$ cat config.mk
export PLATFORM = sky130hd
export DESIGN_NAME = psc_regs
export DESIGN_NICKNAME = d
export VERILOG_FILES = /design/src/psc_pkg.sv /design/src/psc_event_bank.sv /design/src/psc_regs.sv
export VERILOG_INCLUDE_DIRS = /design/src
export SDC_FILE = /design/constraint.sdc
export NUM_CORES = 1
export LEC_CHECK = 0
export ABC_AREA = 1
export BUFFER_PORTS_ARGS = -buffer_cell sky130_fd_sc_hd__buf_2
export CORE_UTILIZATION = 50
export CTS_CLUSTER_DIAMETER = 30
export DETAILED_ROUTE_END_ITERATION = 6
export GPL_TIMING_DRIVEN = 0
export HOLD_SLACK_MARGIN = 0.06
export PLACE_DENSITY = 0.77
export SLEW_MARGIN = 20
export SYNTH_ARGS = -nofsm -noshare
export SYNTH_HDL_FRONTEND = slang
export SYNTH_SLANG_ARGS = --single-unit
export TNS_END_PERCENT = 1
$ cat constraint.sdc
create_clock -name pclk -period 2.3 [get_ports pclk]
set_clock_uncertainty 0.05 [all_clocks]
set_input_delay 0.115 -clock pclk [delete_from_list [all_inputs] [get_ports pclk]]
set_output_delay 0.115 -clock pclk [all_outputs]
set_load 0.05 [all_outputs]
$ cat src/psc_defs.svh
// offsets, field positions, reset values and timing counts for the phy status/control bank
`ifndef PSC_DEFS_SVH
`define PSC_DEFS_SVH
`define PSC_OFF_EVT_A        8'h13
`define PSC_OFF_LOOP_PWR     8'h16
`define PSC_OFF_EVT_B        8'h18
`define PSC_OFF_STRAP        8'h19
`define PSC_OFF_TDR          8'h1E
`define PSC_OFF_RST          8'h1F
`define PSC_OFF_CFG          8'h11
`define PSC_OFF_INT_STAT     8'h20
`define PSC_OFF_INT_MASK     8'h21
`define PSC_EVT_A_RESET      16'h0000
`define PSC_EVT_B_RESET      16'h0008
`define PSC_CFG_RESET        16'h000A
`define PSC_BIT_PRBS_LOSS    10
`define PSC_BIT_CORE_PWR     8
`define PSC_BIT_PCS_DIG      7
`define PSC_BIT_ENERGY       10
`define PSC_BIT_TDR_START    15
`define PSC_BIT_TDR_AUTO     14
`define PSC_BIT_TDR_DONE     1
`define PSC_BIT_TDR_FAIL     0
`define PSC_BIT_FULL_RST     15
`define PSC_BIT_DIG_RST      14
`define PSC_BIT_RST_PIN_SRC  13
`define PSC_BIT_SR_NONCLEAR  6
`define PSC_BIT_INT_POL      3
`define PSC_BIT_FORCE_INT    2
`define PSC_BIT_INT_EN       1
`define PSC_EVT_A_RW_MASK    16'h00FF
`define PSC_EVT_B_RW_MASK    16'h00CF
`define PSC_CFG_RW_MASK      16'h004E
`define PSC_LOOP_RW_MASK     16'h00FF
`define PSC_RST_RW_MASK      16'h3FDF
`define PSC_RST_PULSE_NS     40
`define PSC_CLK_NS           10
`define PSC_RST_PULSE_CYC    ((`PSC_RST_PULSE_NS + `PSC_CLK_NS - 1) / `PSC_CLK_NS)
`endif

$ cat src/psc_pkg.sv
// types shared by the phy status/control bank
package psc_pkg;
    // event inputs of one bank, order matches the status bits 15,14,11,10,9,8
    typedef struct packed {
        logic [5:0] ev;
    } psc_events_t;
    // signals from the core that the bank reports
    typedef struct packed {
        logic       prbs_lock_lost;
        logic       core_normal_pwr;
        logic       energy_detect;
        logic       link_down;
        logic       tdr_done;
        logic       tdr_fail;
    } psc_core_status_t;
    // controls that the bank drives into the core
    typedef struct packed {
        logic [6:0] loopback_mode;
        logic       pcs_dig_loopback;
        logic       tdr_start;
        logic       digital_reset;
        logic       full_chip_reset;
        logic       reset_pin_src_sw;
        logic [4:0] probe_module_sel;
        logic [4:0] probe_signal_sel;
    } psc_core_ctrl_t;
    // tdr launch sequence
    typedef enum logic [1:0] {
        PSC_TDR_IDLE = 2'b00,
        PSC_TDR_RUN  = 2'b01
    } psc_tdr_state_t;
endpackage

$ cat src/psc_event_bank.sv
`timescale 1ns/1ns
// one bank of six sticky event flags with their enables
module psc_event_bank
    import psc_pkg::*;
(
    input  wire logic        pclk,
    input  wire logic        presetn,
    input  wire logic        soft_clr,
    input  wire psc_events_t events,
    input  wire logic        rd_clear,
    output logic [5:0]       flags,
    output logic             pending,
    input  wire logic [5:0]  enables
);
    // whole state of the bank
    typedef struct packed {
        logic [5:0] flags;
    } psc_bank_state_t;

    psc_bank_state_t st_reg;   // registered state
    psc_bank_state_t st_next;  // next state

    // sticky set wins over the read clear
    always_comb
    begin
        st_next = st_reg;
        if (rd_clear)
        begin
            st_next.flags = 6'h00;
        end
        st_next.flags = st_next.flags | events.ev;
        if (soft_clr)
        begin
            st_next.flags = 6'h00;
        end
    end

    // register the bank
    always_ff @(posedge pclk or negedge presetn)
    begin
        if (!presetn)
            st_reg <= '0;
        else
            st_reg <= st_next;
    end

    assign flags   = st_reg.flags;
    assign pending = |(st_reg.flags & enables);
endmodule

$ cat src/psc_regs.sv
// Implementation choice: the APB register port.
`timescale 1ns/1ns
// phy status and control register bank behind an apb slave
// Operation
// RQ1: bank A status flags, read only
// RQ2: bank A enables, reset zero, bits 5:4 writable
// RQ3: sticky prbs sync loss, write zero clears
// RQ4: bit 8 shows core normal power
// RQ5: one-hot loopback select plus pcs loopback bit
// RQ6: bank B status flags, read only
// RQ7: bank B enables, por enable resets one
// RQ8: strap address captured, read only field
// RQ9: energy detect status on bit 10
// RQ10: tdr start self clears, done/fail reported
// RQ11: auto tdr launch on link down
// RQ12: full reset clears logic and registers
// RQ13: digital reset keeps register contents
// RQ14: reset pin source from software bit
// RQ15: ten bit probe select split two fields
// RQ16: soft reset self clears unless configured
// RQ17: interrupt polarity follows config bit
// RQ18: interrupt on enabled flag and global enable
`include "psc_defs.svh"
module psc_regs
    import psc_pkg::*;
#(
    parameter int ADDR_W = 12
)
(
    input  wire logic              pclk,
    input  wire logic              presetn,
    input  wire logic              psel,
    input  wire logic              penable,
    input  wire logic              pwrite,
    input  wire logic [ADDR_W-1:0] paddr,
    input  wire logic [31:0]       pwdata,
    input  wire logic [3:0]        pstrb,
    output logic [31:0]            prdata,
    output logic                   pready,
    output logic                   pslverr,
    input  wire psc_events_t       events_a,
    input  wire psc_events_t       events_b,
    input  wire psc_core_status_t  core_status,
    input  wire logic [4:0]        strap_addr,
    output psc_core_ctrl_t         core_ctrl,
    output logic                   irq_pin
);
    // whole state of the bank in one struct
    typedef struct packed {
        logic [7:0]     en_a;         // bank A enables
        logic [7:0]     en_b;         // bank B enables
        logic           prbs_loss;    // sticky sync loss
        logic           pcs_dig;      // pcs digital loopback
        logic [6:0]     loop_mode;    // loopback select
        logic [4:0]     strap;        // captured address
        logic           strap_done;   // capture taken
        logic           tdr_start;    // measurement running
        logic           tdr_auto;     // auto launch enable
        logic           tdr_done;     // last done status
        logic           tdr_fail;     // last fail status
        logic           link_down_d;  // link down edge detect
        psc_tdr_state_t tdr_st;       // launch state
        logic           full_rst;     // full chip reset bit
        logic           dig_rst;      // digital reset bit
        logic           rst_pin_src;  // reset pin source
        logic [4:0]     probe_mod;    // probe module select
        logic [4:0]     probe_sig;    // probe signal select
        logic [1:0]     stby;         // plain r/w bits 7:6
        logic [3:0]     rst_cnt;      // reset pulse length
        logic [15:0]    cfg;          // polarity, enable, force, non-clear
        logic [1:0]     irq_stat;     // sticky bank summary
        logic [1:0]     irq_mask;     // summary mask
        logic [31:0]    rdata;        // read data
        logic           rd_ph;        // read answer cycle
    } psc_state_t;

    psc_state_t st_reg;   // registered state
    psc_state_t st_next;  // next state

    logic [5:0]  flags_a;   // bank A flags
    logic [5:0]  flags_b;   // bank B flags
    logic        pend_a;    // bank A enabled flag pending
    logic        pend_b;    // bank B enabled flag pending
    logic        acc;       // access phase
    logic        wr;        // write strobe
    logic        rd;        // read strobe
    logic [7:0]  reg_idx;   // register index
    logic        mapped;    // address decodes
    logic        clr_a;     // read clear of bank A
    logic        clr_b;     // read clear of bank B
    logic        full_clr;  // full reset of registers
    logic [15:0] wd;        // write data after strobes
    logic        rd_first;  // first cycle of a read access

    // register index from a byte address
    function automatic logic [7:0] word_idx(input logic [ADDR_W-1:0] a);
        word_idx = 8'(a >> 2);
    endfunction

    // spread six flags onto status bits 15,14,11,10,9,8
    function automatic logic [15:0] flag_pos(input logic [5:0] f);
        flag_pos = {f[5], f[4], 2'b00, f[3:0], 8'h00};
    endfunction

    // access decode
    assign acc      = psel && penable;
    assign wr       = acc && pwrite;
    assign rd       = acc && !pwrite;
    // read side effects fire once, in the first access cycle
    assign rd_first = rd && !st_reg.rd_ph;
    assign reg_idx  = word_idx(paddr);
    assign wd       = {pstrb[1] ? pwdata[15:8] : 8'h00, pstrb[0] ? pwdata[7:0] : 8'h00};
    assign full_clr = st_reg.full_rst;
    // flags clear at the edge that captures them
    assign clr_a    = rd_first && reg_idx == `PSC_OFF_EVT_A;
    assign clr_b    = rd_first && reg_idx == `PSC_OFF_EVT_B;

    // which indices exist
    always_comb
    begin
        unique case (reg_idx)
            `PSC_OFF_EVT_A, `PSC_OFF_LOOP_PWR, `PSC_OFF_EVT_B, `PSC_OFF_STRAP,
            `PSC_OFF_TDR, `PSC_OFF_RST, `PSC_OFF_CFG, `PSC_OFF_INT_STAT,
            `PSC_OFF_INT_MASK: mapped = 1'b1;
            default:           mapped = 1'b0;
        endcase
    end

    // bank A event flags [RQ1]
    psc_event_bank u_bank_a (
        .pclk     (pclk),
        .presetn  (presetn),
        .soft_clr (full_clr),
        .events   (events_a),
        .rd_clear (clr_a),
        .flags    (flags_a),
        .pending  (pend_a),
        .enables  ({st_reg.en_a[7:6], st_reg.en_a[3:0]})
    );

    // bank B event flags [RQ6]
    psc_event_bank u_bank_b (
        .pclk     (pclk),
        .presetn  (presetn),
        .soft_clr (full_clr),
        .events   (events_b),
        .rd_clear (clr_b),
        .flags    (flags_b),
        .pending  (pend_b),
        .enables  ({st_reg.en_b[7:6], st_reg.en_b[3:0]})
    );

    // next-state logic: writes, hardware updates, read data
    always_comb
    begin
        st_next = st_reg;

        // strap capture once after reset release [RQ8]
        if (!st_reg.strap_done)
        begin
            st_next.strap      = strap_addr;
            st_next.strap_done = 1'b1;
        end

        // measurement sequencing; start clears on completion [RQ10]
        // ahead of writes, so a start in the finishing cycle wins
        unique case (st_reg.tdr_st)
            PSC_TDR_IDLE:
            begin
                if (st_reg.tdr_start)
                begin
                    st_next.tdr_st   = PSC_TDR_RUN;
                    st_next.tdr_done = 1'b0;
                    st_next.tdr_fail = 1'b0;
                end
            end
            PSC_TDR_RUN:
            begin
                if (core_status.tdr_done)
                begin
                    st_next.tdr_st    = PSC_TDR_IDLE;
                    st_next.tdr_start = 1'b0;
                    st_next.tdr_done  = 1'b1;
                    st_next.tdr_fail  = core_status.tdr_fail;
                end
            end
        endcase

        // register writes
        if (wr)
        begin
            unique case (reg_idx)
                `PSC_OFF_EVT_A:
                begin
                    st_next.en_a = wd[7:0];  // [RQ2]
                end
                `PSC_OFF_LOOP_PWR:
                begin
                    if (!wd[`PSC_BIT_PRBS_LOSS])
                        st_next.prbs_loss = 1'b0;  // write zero clears [RQ3]
                    st_next.pcs_dig   = wd[`PSC_BIT_PCS_DIG];  // [RQ5]
                    st_next.loop_mode = wd[6:0];  // [RQ5]
                end
                `PSC_OFF_EVT_B:
                begin
                    st_next.en_b = wd[7:0] & 8'(`PSC_EVT_B_RW_MASK);  // [RQ7]
                end
                `PSC_OFF_TDR:
                begin
                    st_next.tdr_auto = wd[`PSC_BIT_TDR_AUTO];  // [RQ11]
                    if (wd[`PSC_BIT_TDR_START])
                        st_next.tdr_start = 1'b1;  // [RQ10]
                end
                `PSC_OFF_RST:
                begin
                    if (wd[`PSC_BIT_FULL_RST])
                        st_next.full_rst = 1'b1;  // [RQ12]
                    st_next.dig_rst     = wd[`PSC_BIT_DIG_RST];  // writing zero ends it [RQ16]
                    st_next.rst_pin_src = wd[`PSC_BIT_RST_PIN_SRC];  // [RQ14]
                    st_next.probe_mod   = wd[12:8];  // [RQ15]
                    st_next.probe_sig   = wd[4:0];   // [RQ15]
                    st_next.stby        = wd[7:6];
                    if (wd[`PSC_BIT_DIG_RST])
                        st_next.rst_cnt = 4'(`PSC_RST_PULSE_CYC);
                end
                `PSC_OFF_CFG:
                begin
                    st_next.cfg = wd & `PSC_CFG_RW_MASK;
                end
                `PSC_OFF_INT_MASK:
                begin
                    st_next.irq_mask = wd[1:0];
                end
                default:
                begin
                end
            endcase
        end

        // sticky sync loss: set wins over write clear [RQ3]
        if (core_status.prbs_lock_lost)
            st_next.prbs_loss = 1'b1;

        // auto launch on falling link [RQ11]
        st_next.link_down_d = core_status.link_down;
        if (st_reg.tdr_auto && core_status.link_down && !st_reg.link_down_d)
            st_next.tdr_start = 1'b1;

        // digital reset pulse, self clearing unless non-clear set [RQ13] [RQ16]
        // any other write defers the self clear by one cycle
        if (st_reg.rst_cnt != 4'h0)
            st_next.rst_cnt = st_reg.rst_cnt - 4'h1;
        else if (st_reg.dig_rst && !st_reg.cfg[`PSC_BIT_SR_NONCLEAR] && !wr)
            st_next.dig_rst = 1'b0;

        // sticky summary of the banks; set wins over read clear
        if (rd_first && reg_idx == `PSC_OFF_INT_STAT)
            st_next.irq_stat = 2'b00;
        st_next.irq_stat = st_next.irq_stat | {|flags_b, |flags_a};

        // read data, captured in the first access cycle
        // and answered from flops in the next one
        st_next.rd_ph = rd_first;
        st_next.rdata = 32'h0000_0000;
        if (rd_first)
        begin
            unique case (reg_idx)
                `PSC_OFF_EVT_A:    st_next.rdata[15:0] = flag_pos(flags_a) | {8'h00, st_reg.en_a};
                `PSC_OFF_LOOP_PWR: st_next.rdata[15:0] = {5'h00, st_reg.prbs_loss, 1'b0,
                                                         core_status.core_normal_pwr,  // [RQ4]
                                                         st_reg.pcs_dig, st_reg.loop_mode};
                `PSC_OFF_EVT_B:    st_next.rdata[15:0] = flag_pos(flags_b) | {8'h00, st_reg.en_b};
                `PSC_OFF_STRAP:    st_next.rdata[15:0] = {5'h00, core_status.energy_detect,  // [RQ9]
                                                         5'h00, st_reg.strap};
                `PSC_OFF_TDR:      st_next.rdata[15:0] = {st_reg.tdr_start, st_reg.tdr_auto, 12'h000,
                                                         st_reg.tdr_done, st_reg.tdr_fail};
                `PSC_OFF_RST:      st_next.rdata[15:0] = {st_reg.full_rst, st_reg.dig_rst, st_reg.rst_pin_src,
                                                         st_reg.probe_mod, st_reg.stby, 1'b0, st_reg.probe_sig};
                `PSC_OFF_CFG:      st_next.rdata[15:0] = st_reg.cfg;
                `PSC_OFF_INT_STAT: st_next.rdata[1:0]  = st_reg.irq_stat;
                `PSC_OFF_INT_MASK: st_next.rdata[1:0]  = st_reg.irq_mask;
                default:           st_next.rdata       = 32'h0000_0000;
            endcase
        end

        // full reset: registers back to reset values except strap, digital reset pulse raised, bit clears itself [RQ12]
        if (st_reg.full_rst)
        begin
            st_next             = '0;
            st_next.en_b        = 8'(`PSC_EVT_B_RESET);
            st_next.cfg         = `PSC_CFG_RESET;
            st_next.strap       = st_reg.strap;
            st_next.strap_done  = 1'b1;
            st_next.link_down_d = core_status.link_down;
            st_next.dig_rst     = 1'b1;
            st_next.rst_cnt     = 4'(`PSC_RST_PULSE_CYC);
        end
    end

    // register the whole state
    always_ff @(posedge pclk or negedge presetn)
    begin
        if (!presetn)
        begin
            st_reg      <= '0;
            st_reg.en_b <= 8'(`PSC_EVT_B_RESET);
            st_reg.cfg  <= `PSC_CFG_RESET;
        end
        else
        begin
            st_reg <= st_next;
        end
    end

    // apb answer: writes finish at once, reads wait one cycle
    // so that read data stands in flops when pready is high
    assign pready  = !rd || st_reg.rd_ph;
    assign pslverr = acc && pready && !mapped;
    assign prdata  = st_reg.rdata;

    // controls toward the core
    always_comb
    begin
        core_ctrl.loopback_mode    = st_reg.loop_mode;
        core_ctrl.pcs_dig_loopback = st_reg.pcs_dig;
        core_ctrl.tdr_start        = st_reg.tdr_start;
        core_ctrl.digital_reset    = st_reg.dig_rst;
        core_ctrl.full_chip_reset  = st_reg.full_rst;
        core_ctrl.reset_pin_src_sw = st_reg.rst_pin_src;
        core_ctrl.probe_module_sel = st_reg.probe_mod;
        core_ctrl.probe_signal_sel = st_reg.probe_sig;
    end

    // interrupt: enabled flags, global enable, force, mask, polarity [RQ17] [RQ18]
    logic irq_active;  // active-high request
    // pin idles high after reset, as polarity resets to active low
    assign irq_active = (st_reg.cfg[`PSC_BIT_INT_EN] &&
                         ((pend_a && st_reg.irq_mask[0]) || (pend_b && st_reg.irq_mask[1])))
                        || st_reg.cfg[`PSC_BIT_FORCE_INT];
    assign irq_pin = st_reg.cfg[`PSC_BIT_INT_POL] ? !irq_active : irq_active;
endmodule

==> qor.txt <==
status - complete, no violations
gp weighted congestion - 0.973
internal power - 2.36 mW
#FFs+latches synth - 91
Final min period - 1.96 ns
Post-DP HPWL - 9920 um
vias - 4,498
Final setup viols - 0
grt ovf - 0
final setup margin - 0.344 ns
total I/O pin count - 133
WL per Instance - 15.7 um
final WL - 13,500 um
Tcrit/Tclk final - 85.0%
Leak - 3.09 nW
Yosys cell types - 35
Critical Path Source Type - register
fraction of final layout cells sized beyond drive strength 1 - 26.4%
number of port buffers - 93
row cnt - 35
DRT iter0 DRCs - 248
later-pin clock latency in the skew report - 0.36 ns
Vias/cell - 5.24
Logic pwr share - 17.9%
first-pass GRT wire length - 21,500 um
Critical Path Source - full_clr
Num CTS Buffers - 9
pwr dens - 575 mW/mm^2
Avg Cell Area, Syn - 8.06 sq um
pre-CTS setup slack - 0.539 ns
CTS Hold Bufs - 33
synthesized area - 0.00474 sq mm
Die X - 99.4 um
CP Class - register to register
Required @ worst endpoint - 2.53 ns
HP Class - input port to register
total global-route track usage - 28.6%
part of the power in registers - 51.4%
antenna viol nets, final - 0
CP max FO - 10
die height - 99.4 um
unrepaired setup endpoints after global routing - false
Crit. End Element - register
Hold Slack - 0.0909 ns
start point of the worst hold path - pstrb[1]
reg2reg start - full_clr
Clock Path Buffers - 2
highest attainable clock frequency - 511 MHz
core area - 0.00920 sq mm
# diodes - 0
CP arrival - 2.19 ns
final-report hold violation count - 0
initial antenna violation count - 0
maximum capacitance violations - 0
register area share after synthesis - 48.1%
area grow syn2layout - 25.4%
switching part of the total - 31.0%
nets@finish - 819
vias in the first global route - 4,226
htree depth - 3
CTS tree - yes
relative slew slack - 60.4%
clock power share - 30.7%
VDD IR max - 0.346 mV
clock net sink count - 91
Ys Warns - 0
post-CTS setup buffer count - 0
Switch Pwr - 1.06 mW
post_cts resized - 0
drt first pass iters - 4
setup TNS - 0 ns
max reg flops - 41
clk slew on worst S/H paths - 0.10 ns
die area - 0.00988 sq mm
largest net degree at the start of global routing - 49
Final Total Pwr - 3.42 mW
CTS root buf - clkbuf_8
Synth Instances - 589
Slew @ Worst Pin - 0.592 ns
drt drc - 0
Pins Over Slew Limit - 0
Starting Density - 51.6%
==> per-layer routing <==
layer  part of all wire (%)  vias to the layer above  track usage, %
li1                       -                     2146               -
met1                     43                     2120            37.6
met2                     49                      200            48.2
met3                    6.3                       32            4.57
met4                    2.5                        0            10.3
met5                      0                        -               0
==> synth_stat cells <==
cell type | count | area, sq um
nand2_1 | 126 | 473
dfrtp_1 | 88 | 2200
nor2_1 | 72 | 270
buf_4 | 55 | 413
inv_1 | 52 | 195
nand3_1 | 48 | 240
o21ai_0 | 40 | 200
a21oi_1 | 24 | 120
o22ai_1 | 12 | 75.1
buf_2 | 7 | 35.0
o211ai_1 | 7 | 52.6
nand2_2 | 6 | 37.5
o21ai_1 | 6 | 30.0
nand4_1 | 5 | 31.3
a31oi_1 | 4 | 25.0
buf_6 | 4 | 45.0
clkbuf_1 | 4 | 15.0
nor3_1 | 4 | 20.0
dfstp_2 | 3 | 78.8
inv_2 | 3 | 11.3
conb_1 | 2 | 7.51
mux2_2 | 2 | 22.5
nor2_4 | 2 | 22.5
nor4_1 | 2 | 12.5
a21oi_2 | 1 | 8.76
a31oi_2 | 1 | 12.5
and3_1 | 1 | 6.26
ha_1 | 1 | 12.5
nor2_2 | 1 | 6.26
nor2_8 | 1 | 20.0
nor3b_1 | 1 | 7.51
o211a_1 | 1 | 10.0
o21a_1 | 1 | 7.51
o21ai_2 | 1 | 8.76
xnor2_1 | 1 | 8.76
==> cell type report <==
| type | count | area, sq um |
|---|---|---|
| Timing Repair Buffer | 127 | 826 |
| Clock buffer | 10 | 138 |
| Fill cell | 805 | 3240 |
| Buffer | 70 | 508 |
| Multi-Input combinational cell | 388 | 1810 |
| Inverter | 55 | 206 |
| Sequential cell | 91 | 2280 |
| Tap cell | 111 | 139 |
| Clock inverter | 6 | 48.8 |
==> worst paths after layout <==
check	endpoint	slack [ns]	depth (start not counted)
min in group asynchronous	prdata[13]	0.23	2
max in group asynchronous	st_reg[38]	1.29	3
hold / removal	core_ctrl[9]	0.09	3
setup reg to reg	st_reg[38]	0.34	5
setup / recovery	st_reg[38]	0.34	5
hold reg to reg	st_reg[106]	0.45	2
==> metrics by stage <==
stage | instances | utilization, % | instance area (sq um)
floorplan | 604 | - | 4800
global placement | 808 | 58.8 | 5410
detailed placement | 809 | 59.1 | 5440
CTS | 858 | 64.7 | 5950
global route | 858 | 64.7 | 5950
finish | 858 | 64.7 | 5950
==> critical path: stages, from the launching register on <==
cell           delay (ns)
dfrtp_1              0.36
buf_2                0.28
clkbuf_1             0.44
a31oi_1              0.08
dlygate4sd3_1        0.58
o21ai_0              0.08
==> power by group through the flow <==
stage	sequential, mW	clock [mW]	combinational [mW]
after floorplan	1.76	0	0.404
after global placement	1.78	0	0.542
after detailed placement	1.79	0	0.570
after CTS	1.75	1.06	0.614
after global routing	1.76	1.13	0.689
final	1.76	1.05	0.614
==> layout by cell type (no fill, tap or decap), drive strengths merged, types with 2 or more instances in the layout <==
cell type	Yosys	routed
buf	66	160
inv	55	57
o211ai	7	7
nor4	2	2
nor3	4	4
a21oi	25	25
clkinvlp	0	2
dfstp	3	3
clkinv	0	2
mux2	2	2
nand4	5	5
nor2	76	76
clkbuf	4	14
a31oi	5	5
nand2	132	132
o22ai	12	12
dfrtp	88	88
dlygate4sd3	0	33
conb	2	17
nand3	48	48
o21ai	47	47
==> kinds of logic after synthesis <==
| logic type | count (synthesis) | synth area share [%] |
|---|---|---|
| and+or+nand+nor | 269 | 24.2 |
| xor gates and xnor gates | 1 | 0.185 |
| AOI/OAI and AO/OA | 98 | 11.6 |
| DFF | 91 | 48.1 |
| other | 2 | 0.158 |
| buffers and inverters | 125 | 15.1 |
| adders and majority gates | 1 | 0.264 |
| muxes | 2 | 0.475 |
No activity file was read; power rests on OpenSTA's default activity.
